`src/hw/psi_pkg.sv`:
```
// constants, field layouts and carrier types for the partition security and irq block
package psi_pkg;

    // ****************************************
    // register offsets (byte addresses in the 64 KB page)
    // ****************************************
    localparam logic [15:0] OFS_PART_SEL = 16'h0000;
    localparam logic [15:0] OFS_MON_SEL = 16'h0004;
    localparam logic [15:0] OFS_PART_CFG = 16'h0008;
    localparam logic [15:0] OFS_MON_CTL = 16'h000C;
    localparam logic [15:0] OFS_MON_CNT = 16'h0010;
    localparam logic [15:0] OFS_ERR_STATUS = 16'h0014;
    localparam logic [15:0] OFS_ERR_CTL = 16'h0018;
    localparam logic [15:0] OFS_SEC_CFG = 16'h001C;

    // ****************************************
    // sizes
    // ****************************************
    localparam int PID_W = 8;
    localparam int PMG_W = 8;
    localparam int RIS_W = 4;
    localparam int CFG_W = 16;
    localparam int CNT_W = 32;
    localparam int NMON = 2;
    localparam logic [PID_W-1:0] S_PARTS = 8'h04;
    localparam logic [PID_W-1:0] NS_PARTS = 8'h06;
    localparam logic [RIS_W-1:0] RIS_MAX = 4'h0;

    // ****************************************
    // error codes
    // ****************************************
    localparam logic [3:0] ERR_NONE = 4'h0;
    localparam logic [3:0] ERR_SEC_ONLY = 4'h1;
    localparam logic [3:0] ERR_PID_RANGE = 4'h2;
    localparam logic [3:0] ERR_PART_RIS = 4'h8;
    localparam logic [3:0] ERR_MON_RIS = 4'hA;
    localparam logic [3:0] ERR_MON_RANGE = 4'hC;

    // ****************************************
    // field positions and reset values
    // ****************************************
    localparam int ECR_EN_BIT = 0;
    localparam int SEC_MON_EN_BIT = 0;
    localparam logic [CFG_W-1:0] CFG_RST = 16'h0000;
    localparam logic [CNT_W-1:0] CNT_RST = 32'h0000_0000;
    localparam logic SEC_MON_EN_RST = 1'b1;

    typedef struct packed {
        logic security_tag;
        logic [PID_W-1:0] partition_id;
        logic [PMG_W-1:0] monitor_group;
    } psi_req_t;

    typedef struct packed {
        logic [RIS_W-1:0] resource_instance;
        logic [PID_W-1:0] partition_id;
    } psi_part_sel_t;

    typedef struct packed {
        logic [RIS_W-1:0] resource_instance;
        logic [7:0] monitor;
    } psi_mon_sel_t;

    typedef struct packed {
        logic overflow_flag;
        logic overflow_irq_enable;
        logic enable;
        logic [PMG_W-1:0] monitor_group;
        logic [PID_W-1:0] partition_id;
    } psi_mon_ctl_t;

    typedef struct packed {
        logic [RIS_W-1:0] resource_instance;
        logic [3:0] error_code;
    } psi_esr_t;

endpackage

```
`src/hw/psi_top.sv`:
```
// banked partition tables, monitors and error/overflow interrupts
//
// Chosen here: the plain strobed port and the register offsets.
`timescale 1ns/10ps
// Functional notes
// - one register is reachable only by accesses with ns equal to 0
// - tag 0 requests use secure table, tag 1 requests use non-secure table
// - secure settings stored only by ns 0 accesses, non-secure by ns 1
// - partition_select and monitor_select banked at one address by ns
// - config access acts on the partition chosen by its own bank's selector
// - separate secure and non-secure tables, unequal sizes, 4 and 6 entries
// - monitor counts only when partition_id, monitor_group and tag all match
// - errors recorded in error_status_reg; irq only when error_irq_enable is 1
// - without any error source both error registers read zero, ignore writes
// - error registers banked; each copy drives only its own space's irq
// - error irq level or edge; level default, one output per space
// - level irq holds while error_code non-zero; software clears with zero
// - edge irq pulses on hardware error writes only, never software writes
// - counter overflow with overflow_irq_enable 1 raises overflow irq
// - monitor controls and counters banked; enable governs own space only
// - overflow irq level, held while any overflow_flag is set with its overflow_irq_enable 1
// - separate secure and non-secure overflow irq outputs
// - register page decoded as one 64 KB aligned page
// - errors report selector resource_instance, or 0 when none captured
module psi_top #(
    parameter bit ERR_EDGE_MODE = 1'b0
) (
    input wire logic core_clk_i,
    input wire logic rst_n_i,
    input wire logic [15:0] reg_addr_i,
    input wire logic [31:0] reg_wdata_i,
    input wire logic reg_wr_i,
    input wire logic reg_rd_i,
    input wire logic reg_ns_i,
    output logic [31:0] reg_rdata_o,
    input wire logic req_valid_i,
    input wire psi_pkg::psi_req_t req_i,
    output logic req_cfg_valid_o,
    output logic [psi_pkg::CFG_W-1:0] req_cfg_o,
    output logic err_irq_s_o,
    output logic err_irq_ns_o,
    output logic of_irq_s_o,
    output logic of_irq_ns_o
);
    import psi_pkg::*;

    // ****************************************
    // state
    // ****************************************
    psi_part_sel_t part_sel [2];
    psi_mon_sel_t mon_sel [2];
    logic [CFG_W-1:0] s_tbl [4];
    logic [CFG_W-1:0] ns_tbl [6];
    psi_mon_ctl_t mon_ctl [2][NMON];
    logic [CNT_W-1:0] mon_cnt [2][NMON];
    psi_esr_t esr [2];
    logic ecr_en [2];
    logic sec_mon_en;
    logic [1:0] err_irq;
    logic [1:0] of_irq;

    // ****************************************
    // address decode
    // ****************************************
    wire sp = reg_ns_i; // bank index, 0 secure, 1 non-secure
    wire acc = reg_wr_i | reg_rd_i;
    // full 16-bit offset decode, the page holds nothing else
    wire hit_psel = (reg_addr_i == OFS_PART_SEL);
    wire hit_msel = (reg_addr_i == OFS_MON_SEL);
    wire hit_pcfg = (reg_addr_i == OFS_PART_CFG);
    wire hit_mctl = (reg_addr_i == OFS_MON_CTL);
    wire hit_mcnt = (reg_addr_i == OFS_MON_CNT);
    wire hit_esr = (reg_addr_i == OFS_ERR_STATUS);
    wire hit_ecr = (reg_addr_i == OFS_ERR_CTL);
    wire hit_sec = (reg_addr_i == OFS_SEC_CFG);

    // ****************************************
    // selectors of the accessing bank
    // ****************************************
    wire [PID_W-1:0] sel_pid = part_sel[sp].partition_id;
    wire [RIS_W-1:0] sel_pris = part_sel[sp].resource_instance;
    wire [7:0] sel_mon = mon_sel[sp].monitor;
    wire [RIS_W-1:0] sel_mris = mon_sel[sp].resource_instance;
    wire mi = sel_mon[0];
    wire pid_ok = sp ? (sel_pid < NS_PARTS) : (sel_pid < S_PARTS);
    wire pris_ok = (sel_pris <= RIS_MAX);
    wire mris_ok = (sel_mris <= RIS_MAX);
    wire mon_ok = (sel_mon < 8'(NMON));
    wire hit_mon = hit_mctl | hit_mcnt;

    // ****************************************
    // error detection
    // ****************************************
    wire err_sec = acc & hit_sec & reg_ns_i;
    wire err_pris = acc & hit_pcfg & ~pris_ok;
    wire err_pid = acc & hit_pcfg & pris_ok & ~pid_ok;
    wire err_mris = acc & hit_mon & ~mris_ok;
    wire err_mrng = acc & hit_mon & mris_ok & ~mon_ok;
    wire hw_err = err_sec | err_pris | err_pid | err_mris | err_mrng;
    wire [3:0] hw_code = err_sec ? ERR_SEC_ONLY :
                         err_pris ? ERR_PART_RIS :
                         err_pid ? ERR_PID_RANGE :
                         err_mris ? ERR_MON_RIS : ERR_MON_RANGE;
    // instance from the selector involved, zero for the secure-only fault
    wire [RIS_W-1:0] hw_ris = (err_pris | err_pid) ? sel_pris :
                              (err_mris | err_mrng) ? sel_mris :
                              {RIS_W{1'b0}};
    // hardware capture outranks a same-cycle software status write
    wire [7:0] next_esr = hw_err ? {hw_ris, hw_code} :
                                   {reg_wdata_i[11:8], reg_wdata_i[3:0]};

    // ****************************************
    // accepted writes
    // ****************************************
    wire we_psel = reg_wr_i & hit_psel;
    wire we_msel = reg_wr_i & hit_msel;
    wire we_pcfg = reg_wr_i & hit_pcfg & pris_ok & pid_ok;
    wire we_mctl = reg_wr_i & hit_mctl & mris_ok & mon_ok;
    wire we_mcnt = reg_wr_i & hit_mcnt & mris_ok & mon_ok;
    wire we_esr = reg_wr_i & hit_esr;
    wire we_ecr = reg_wr_i & hit_ecr;
    wire we_sec = reg_wr_i & hit_sec & ~reg_ns_i;

    // ****************************************
    // read mux
    // ****************************************
    wire [CFG_W-1:0] cfg_rd = sp ? ns_tbl[sel_pid[2:0]] : s_tbl[sel_pid[1:0]];
    wire [31:0] rd_psel = {20'h0_0000, part_sel[sp]};
    wire [31:0] rd_msel = {20'h0_0000, mon_sel[sp]};
    wire [31:0] rd_pcfg = (pris_ok & pid_ok) ? {16'h0000, cfg_rd} : 32'h0000_0000;
    wire [31:0] rd_mctl = (mris_ok & mon_ok) ? {13'h0000, mon_ctl[sp][mi]} : 32'h0000_0000;
    wire [31:0] rd_mcnt = (mris_ok & mon_ok) ? mon_cnt[sp][mi] : 32'h0000_0000;
    wire [31:0] rd_esr = {20'h0_0000, esr[sp].resource_instance, 4'h0, esr[sp].error_code};
    // error sources exist, so both error registers are real, not read-as-zero
    wire [31:0] rd_ecr = {31'h0000_0000, ecr_en[sp]};
    wire [31:0] rd_sec = reg_ns_i ? 32'h0000_0000 : {31'h0000_0000, sec_mon_en};
    wire [31:0] rd_mux = hit_psel ? rd_psel :
                         hit_msel ? rd_msel :
                         hit_pcfg ? rd_pcfg :
                         hit_mctl ? rd_mctl :
                         hit_mcnt ? rd_mcnt :
                         hit_esr ? rd_esr :
                         hit_ecr ? rd_ecr :
                         hit_sec ? rd_sec : 32'h0000_0000;

    // ****************************************
    // request path lookup
    // ****************************************
    wire req_pid_ok = req_i.security_tag ? (req_i.partition_id < NS_PARTS) :
                                          (req_i.partition_id < S_PARTS);
    // out-of-range ids have no defined settings; zero is the safe answer
    wire [CFG_W-1:0] req_lookup = ~req_pid_ok ? CFG_RST :
                                  req_i.security_tag ? ns_tbl[req_i.partition_id[2:0]] :
                                                       s_tbl[req_i.partition_id[1:0]];

    // ****************************************
    // monitor match and overflow
    // ****************************************
    logic inc [2][NMON];
    logic ovf [2][NMON];
    logic wr_cnt [2][NMON];
    logic wr_ctl [2][NMON];
    logic [CNT_W-1:0] next_cnt [2][NMON];
    wire [NMON-1:0] flag_on [2];
    wire [1:0] of_any;

    genvar gs, gm;
    generate
        for (gs = 0; gs < 2; gs++) begin : g_sp
            for (gm = 0; gm < NMON; gm++) begin : g_mon
                // secure monitors may be frozen from the secure-only register
                assign inc[gs][gm] = req_valid_i & mon_ctl[gs][gm].enable
                    & (req_i.security_tag == 1'(gs))
                    & (req_i.partition_id == mon_ctl[gs][gm].partition_id)
                    & (req_i.monitor_group == mon_ctl[gs][gm].monitor_group)
                    & ((gs != 0) | sec_mon_en);
                assign wr_cnt[gs][gm] = we_mcnt & (sp == 1'(gs)) & (mi == 1'(gm));
                assign wr_ctl[gs][gm] = we_mctl & (sp == 1'(gs)) & (mi == 1'(gm));
                assign ovf[gs][gm] = inc[gs][gm] & (&mon_cnt[gs][gm]) & ~wr_cnt[gs][gm];
                // a software counter write beats a same-cycle increment
                assign next_cnt[gs][gm] = wr_cnt[gs][gm] ? reg_wdata_i :
                                          mon_cnt[gs][gm] + 32'h0000_0001;
                assign flag_on[gs][gm] = mon_ctl[gs][gm].overflow_flag
                    & mon_ctl[gs][gm].overflow_irq_enable;
            end

            // any flagged monitor with its enable keeps the line up
            assign of_any[gs] = |flag_on[gs];
        end
    endgenerate

    // ****************************************
    // read data
    // ****************************************
    // idle cycles read zero so a stale word never looks like an answer
    always_ff @(posedge core_clk_i or negedge rst_n_i) begin
        if (!rst_n_i) begin
            reg_rdata_o <= 32'h0000_0000;
        end else begin
            reg_rdata_o <= reg_rd_i ? rd_mux : 32'h0000_0000;
        end
    end

    // ****************************************
    // secure-only monitor enable
    // ****************************************
    always_ff @(posedge core_clk_i or negedge rst_n_i) begin
        if (!rst_n_i) begin
            sec_mon_en <= SEC_MON_EN_RST;
        end else if (we_sec) begin
            sec_mon_en <= reg_wdata_i[SEC_MON_EN_BIT];
        end
    end

    // ****************************************
    // bank selectors
    // ****************************************
    always_ff @(posedge core_clk_i or negedge rst_n_i) begin
        if (!rst_n_i) begin
            for (int s = 0; s < 2; s++) begin
                part_sel[s] <= '0;
                mon_sel[s] <= '0;
            end
        end else begin
            if (we_psel) begin
                part_sel[sp] <= reg_wdata_i[11:0];
            end
            if (we_msel) begin
                mon_sel[sp] <= reg_wdata_i[11:0];
            end
        end
    end

    // ****************************************
    // partition tables
    // ****************************************
    always_ff @(posedge core_clk_i or negedge rst_n_i) begin
        if (!rst_n_i) begin
            for (int i = 0; i < 4; i++) begin
                s_tbl[i] <= CFG_RST;
            end
            for (int i = 0; i < 6; i++) begin
                ns_tbl[i] <= CFG_RST;
            end
        end else if (we_pcfg) begin
            if (sp) begin
                ns_tbl[sel_pid[2:0]] <= reg_wdata_i[CFG_W-1:0];
            end else begin
                s_tbl[sel_pid[1:0]] <= reg_wdata_i[CFG_W-1:0];
            end
        end
    end

    // ****************************************
    // request output
    // ****************************************
    always_ff @(posedge core_clk_i or negedge rst_n_i) begin
        if (!rst_n_i) begin
            req_cfg_valid_o <= 1'b0;
            req_cfg_o <= CFG_RST;
        end else begin
            req_cfg_valid_o <= req_valid_i;
            req_cfg_o <= req_valid_i ? req_lookup : CFG_RST;
        end
    end

    // ****************************************
    // monitors
    // ****************************************
    always_ff @(posedge core_clk_i or negedge rst_n_i) begin
        if (!rst_n_i) begin
            for (int s = 0; s < 2; s++) begin
                for (int m = 0; m < NMON; m++) begin
                    mon_ctl[s][m] <= '0;
                    mon_cnt[s][m] <= CNT_RST;
                end
            end
        end else begin
            for (int s = 0; s < 2; s++) begin
                for (int m = 0; m < NMON; m++) begin
                    if (wr_cnt[s][m] | inc[s][m]) begin
                        mon_cnt[s][m] <= next_cnt[s][m];
                    end
                    if (wr_ctl[s][m]) begin
                        mon_ctl[s][m] <= reg_wdata_i[18:0];
                    end
                    // set wins over a software clear in the same cycle
                    if (ovf[s][m]) begin
                        mon_ctl[s][m].overflow_flag <= 1'b1;
                    end
                end
            end
        end
    end

    // ****************************************
    // error status and control, one copy per space
    // ****************************************
    always_ff @(posedge core_clk_i or negedge rst_n_i) begin
        if (!rst_n_i) begin
            for (int s = 0; s < 2; s++) begin
                esr[s] <= '0;
                ecr_en[s] <= 1'b0;
            end
        end else begin
            if (hw_err | we_esr) begin
                esr[sp] <= next_esr;
            end
            if (we_ecr) begin
                ecr_en[sp] <= reg_wdata_i[ECR_EN_BIT];
            end
        end
    end

    // ****************************************
    // interrupt next values
    // ****************************************
    // edge form fires on hardware errors only
    wire [1:0] err_level = {ecr_en[1] & (|esr[1].error_code),
                            ecr_en[0] & (|esr[0].error_code)};
    wire [1:0] err_pulse = {ecr_en[1] & hw_err & sp, ecr_en[0] & hw_err & ~sp};
    wire [1:0] next_err_irq = ERR_EDGE_MODE ? err_pulse : err_level;

    // ****************************************
    // interrupt outputs
    // ****************************************
    // level form costs one cycle of latency so the pin comes from a flop
    always_ff @(posedge core_clk_i or negedge rst_n_i) begin
        if (!rst_n_i) begin
            err_irq <= 2'b00;
            of_irq <= 2'b00;
        end else begin
            err_irq <= next_err_irq;
            of_irq <= of_any;
        end
    end

    assign err_irq_s_o = err_irq[0];
    assign err_irq_ns_o = err_irq[1];
    assign of_irq_s_o = of_irq[0];
    assign of_irq_ns_o = of_irq[1];

endmodule // psi_top

```
`config.mk`:
```
export PLATFORM = sky130hd
export DESIGN_NAME = psi_top
export DESIGN_NICKNAME = d
export VERILOG_FILES = /design/src/hw/psi_pkg.sv /design/src/hw/psi_top.sv
export SDC_FILE = /design/constraint.sdc
export NUM_CORES = 1
export LEC_CHECK = 0
export ABC_AREA = 1
export BUFFER_PORTS_ARGS = -buffer_cell sky130_fd_sc_hd__buf_2
export CORE_MARGIN = 4
export CORE_UTILIZATION = 32
export CTS_CLUSTER_SIZE = 28
export DETAILED_ROUTE_END_ITERATION = 8
export GPL_ROUTABILITY_DRIVEN = 0
export PLACE_DENSITY_LB_ADDON = 0.2
export SYNTH_ARGS = -nofsm -noshare
export SYNTH_HDL_FRONTEND = slang
export SYNTH_SLANG_ARGS = --single-unit
```
`constraint.sdc`:
```
create_clock -name core_clk_i -period 2.48 [get_ports core_clk_i]
set_input_delay 0.248 -clock core_clk_i [delete_from_list [all_inputs] [get_ports core_clk_i]]
set_output_delay 0.248 -clock core_clk_i [all_outputs]
set_load 0.005 [all_outputs]
```
==> flow_metrics.env <==
export IMPL_outcome="complete, no violations"
export IMPL_initial_core_util_pct=32.5
export IMPL_drive_above_1_share_pct=11.6
export IMPL_syn_inst=4089
export IMPL_crit_fanout=4
export IMPL_fin_worst_skew_ps=33.2
export IMPL_startpoint="mon_cnt[97]"
export IMPL_drt_first_pass_iters=6
export IMPL_grt_use_met3_pct=3.23
export IMPL_rsz0062_at_grt="true"
export IMPL_cts_buffer_depth=3
export IMPL_worst_slew_pin_slew_ps=825
export IMPL_cellLeakagePower_nw=16.0
export IMPL_die_area_um2=95100
export IMPL_nets=4376
export IMPL_arrival_ps=2910
export IMPL_clkLatencyLatePin_ps=660
export IMPL_cp_required_ps=3010
export IMPL_cp_end_kind="flop"
export IMPL_via_per_inst=5.35
export IMPL_grt_antenna_before_repair=10
export IMPL_seq_area_frac_synth_pct=42.0
export IMPL_max_slew_margin_pct=44.9
export IMPL_num_vias=29495
export IMPL_crit_type="reg2reg"
export IMPL_drc=0
export IMPL_ys_types=48
export IMPL_finalCriticalPeriod_ps=2370
export IMPL_clockRootBuffer="clkbuf_16"
export IMPL_postCtsSetupRepairBufs=0
export IMPL_port_buffers=123
export IMPL_track_usage_pct=25.1
export IMPL_syn2layout_area_growth_pct=20.9
export IMPL_met1_usage_pct=36.1
export IMPL_finalNonFillerCells=5515
export IMPL_synth_nets=4164
export IMPL_core_um2=88900
export IMPL_hold_viol=0
export IMPL_first_global_vias=27974
export IMPL_die_w_um=308
export IMPL_ant_nets=0
export IMPL_synth_area_per_cell_um2=7.06
export IMPL_finalCritPeriodShare_pct=95.6
export IMPL_clk_pin_slew_worst_paths_ps=60
export IMPL_wl_mm=121
export IMPL_routedWlPerCell_um=21.9
export IMPL_grtUsageMet2_pct=39.3
export IMPL_powerDensity_nw_per_um2=531
export IMPL_h_tree_depth=2
export IMPL_overflow=0
export IMPL_cts_sinks=484
export IMPL_r2r_start="mon_cnt[97]"
export IMPL_max_freq_mhz=422
export IMPL_gr_max_usage_layer="met2"
export IMPL_setup_viol_count_final=0
export IMPL_drtIter0Drc=3514
export IMPL_synth_edf_count=0
export IMPL_cts_buffers=59
export IMPL_ys_seq_elements=484
export IMPL_setup_tns_ps=0
export IMPL_peakVddDrop_mv=0.486
export IMPL_cts_tree="yes"
export IMPL_synthFlopType="dfrtp_1"
export IMPL_die_h_um=308
export IMPL_synth_area_um2=28900
export IMPL_finalHoldWorstSlack_ps=176
export IMPL_dp_hpwl_mm=85.4
export IMPL_finalMaxSlewViolations=0
export IMPL_drv_cap=0
export IMPL_ys_warn_count=0
export IMPL_hold_path_class="in2async"
export IMPL_async_flop_share_pct=100
export IMPL_io_pin_count=124
export IMPL_dp_cells=5370
export IMPL_rows=109
export IMPL_grt_pass1_wl_mm=183
export IMPL_grt_max_degree=75
export IMPL_worstSetupStartpointType="flop"
-- state kept, by name (all words and copies together) (netlist names) --
signal / flops
ns_tbl: 96
reg_rdata_o: 32
req_cfg_o: 16
of_irq: 2
sec_mon_en: 1
mon_cnt: 128
req_cfg_valid_o: 1
ecr_en: 2
mon_ctl: 76
part_sel: 24
s_tbl: 64
esr: 16
err_irq: 2
mon_sel: 24
-- area by class of cell --
cell class / instances / area, um^2
timing repair buffer: 399 / 3450
fill: 9411 / 54000
antenna: 1 / 2.50
sequential: 484 / 12100
inverter: 332 / 1250
tap: 1165 / 1460
clock buffer: 83 / 1770
clock inverter: 26 / 305
multi-input combinational: 3025 / 14500
-- cell usage in the layout, fill, tap and decap left out, drive strengths merged, types with 75 or more instances in the layout --
cell type	instances
nor3	85
nand3	455
nand2	1129
nand4	75
inv	327
clkbuf	83
dfrtp	483
buf	364
a21oi	136
xor2	111
o21ai	456
nor2	340
-- critical path, stage by stage, from the launching register on --
cell     delay (ps)
dfrtp_1         390
ha_1            240
nand3_1         110
nor2_1          250
inv_1           110
nor3_1          320
nand2_1         200
nor2_1          280
nand2_1         110
xor2_1          150
nand2_1          60
nand3_1          60
-- power by group --
part	internal, mW	switching, mW
registers	7.90	0.00101
clock network	5.47	3.74
logic	0.398	1.01
-- stage by stage --
step	utilization (%)	worst slack, ps	instance area (um^2)	power, mW
finish	39.2	108	34900	18.5
global route	39.2	-15.3	34900	19.1
CTS	39.2	96.5	34900	18.7
detailed placement	36.5	-51.7	32500	9.41
global placement	36.5	-65.1	32500	9.41
floorplan	-	358	28900	8.61
-- cell families (layout without fill, tap and decap cells) --
logic type / count (synthesis) / after routing / synth area share, %
fa+ha+maj: 4 / 4 / 0.173
simple gates: 2134 / 2134 / 31.4
buf+inv: 580 / 840 / 7.76
xor+xnor: 157 / 157 / 4.76
flops: 484 / 484 / 42.0
compound gates: 730 / 730 / 13.9
other cells: 0 / 1 / 0
-- path summary, 6_finish.rpt --
path	endpoint	slack, ps	depth (start not counted)
min in group core_clk_i	reg_rdata_o[3]	230	5
min reg2reg	part_sel[23]	480	2
max	mon_cnt[120]	110	11
max reg2reg	mon_cnt[120]	110	11
max in group asynchronous	mon_cnt[79]	1470	3
min	req_cfg_valid_o	180	2
-- what timing repair did --
action | in CTS | in global routing
endpoints found under the setup margin | 29 | 95
gates cloned | 0 | 0
hold buffers | 35 | 0
endpoints found under the hold margin | 182 | 0
pin swaps | 0 | 0
resized for setup | 1 | 7
-- synthesized netlist by cell type (4+ instances only) --
library cell	number	area share, %
ha_1	4	0.17
and3_1	6	0.13
dfrtp_1	483	42
clkbuf_1	194	2.5
xor2_1	111	3.4
clkinv_1	7	0.091
a31oi_1	5	0.11
inv_1	322	4.2
nor3_1	84	1.5
nor4_1	10	0.22
nand3_1	454	7.9
a221oi_1	8	0.24
or2_2	13	0.28
o211ai_1	71	1.8
o21ai_1	18	0.31
nor2_1	338	4.4
nand3b_1	10	0.26
o21ai_0	438	7.6
a21oi_1	136	2.4
buf_1	12	0.16
buf_2	40	0.69
nand4_1	74	1.6
a22oi_1	5	0.13
a2111oi_0	11	0.33
nand2_1	1128	15
a211oi_1	14	0.36
xnor2_1	46	1.4
nor3b_1	7	0.18
o22ai_1	8	0.17
-- layer usage --
| metal | wire [um] | vias to the layer above |
|---|---|---|
| met4 | 3930 | 2 |
| met5 | 7 | - |
| met3 | 8570 | 191 |
| li1 | - | 13919 |
| met1 | 54500 | 14135 |
| met2 | 53500 | 1248 |
No activity file was read; power rests on OpenSTA's default activity.
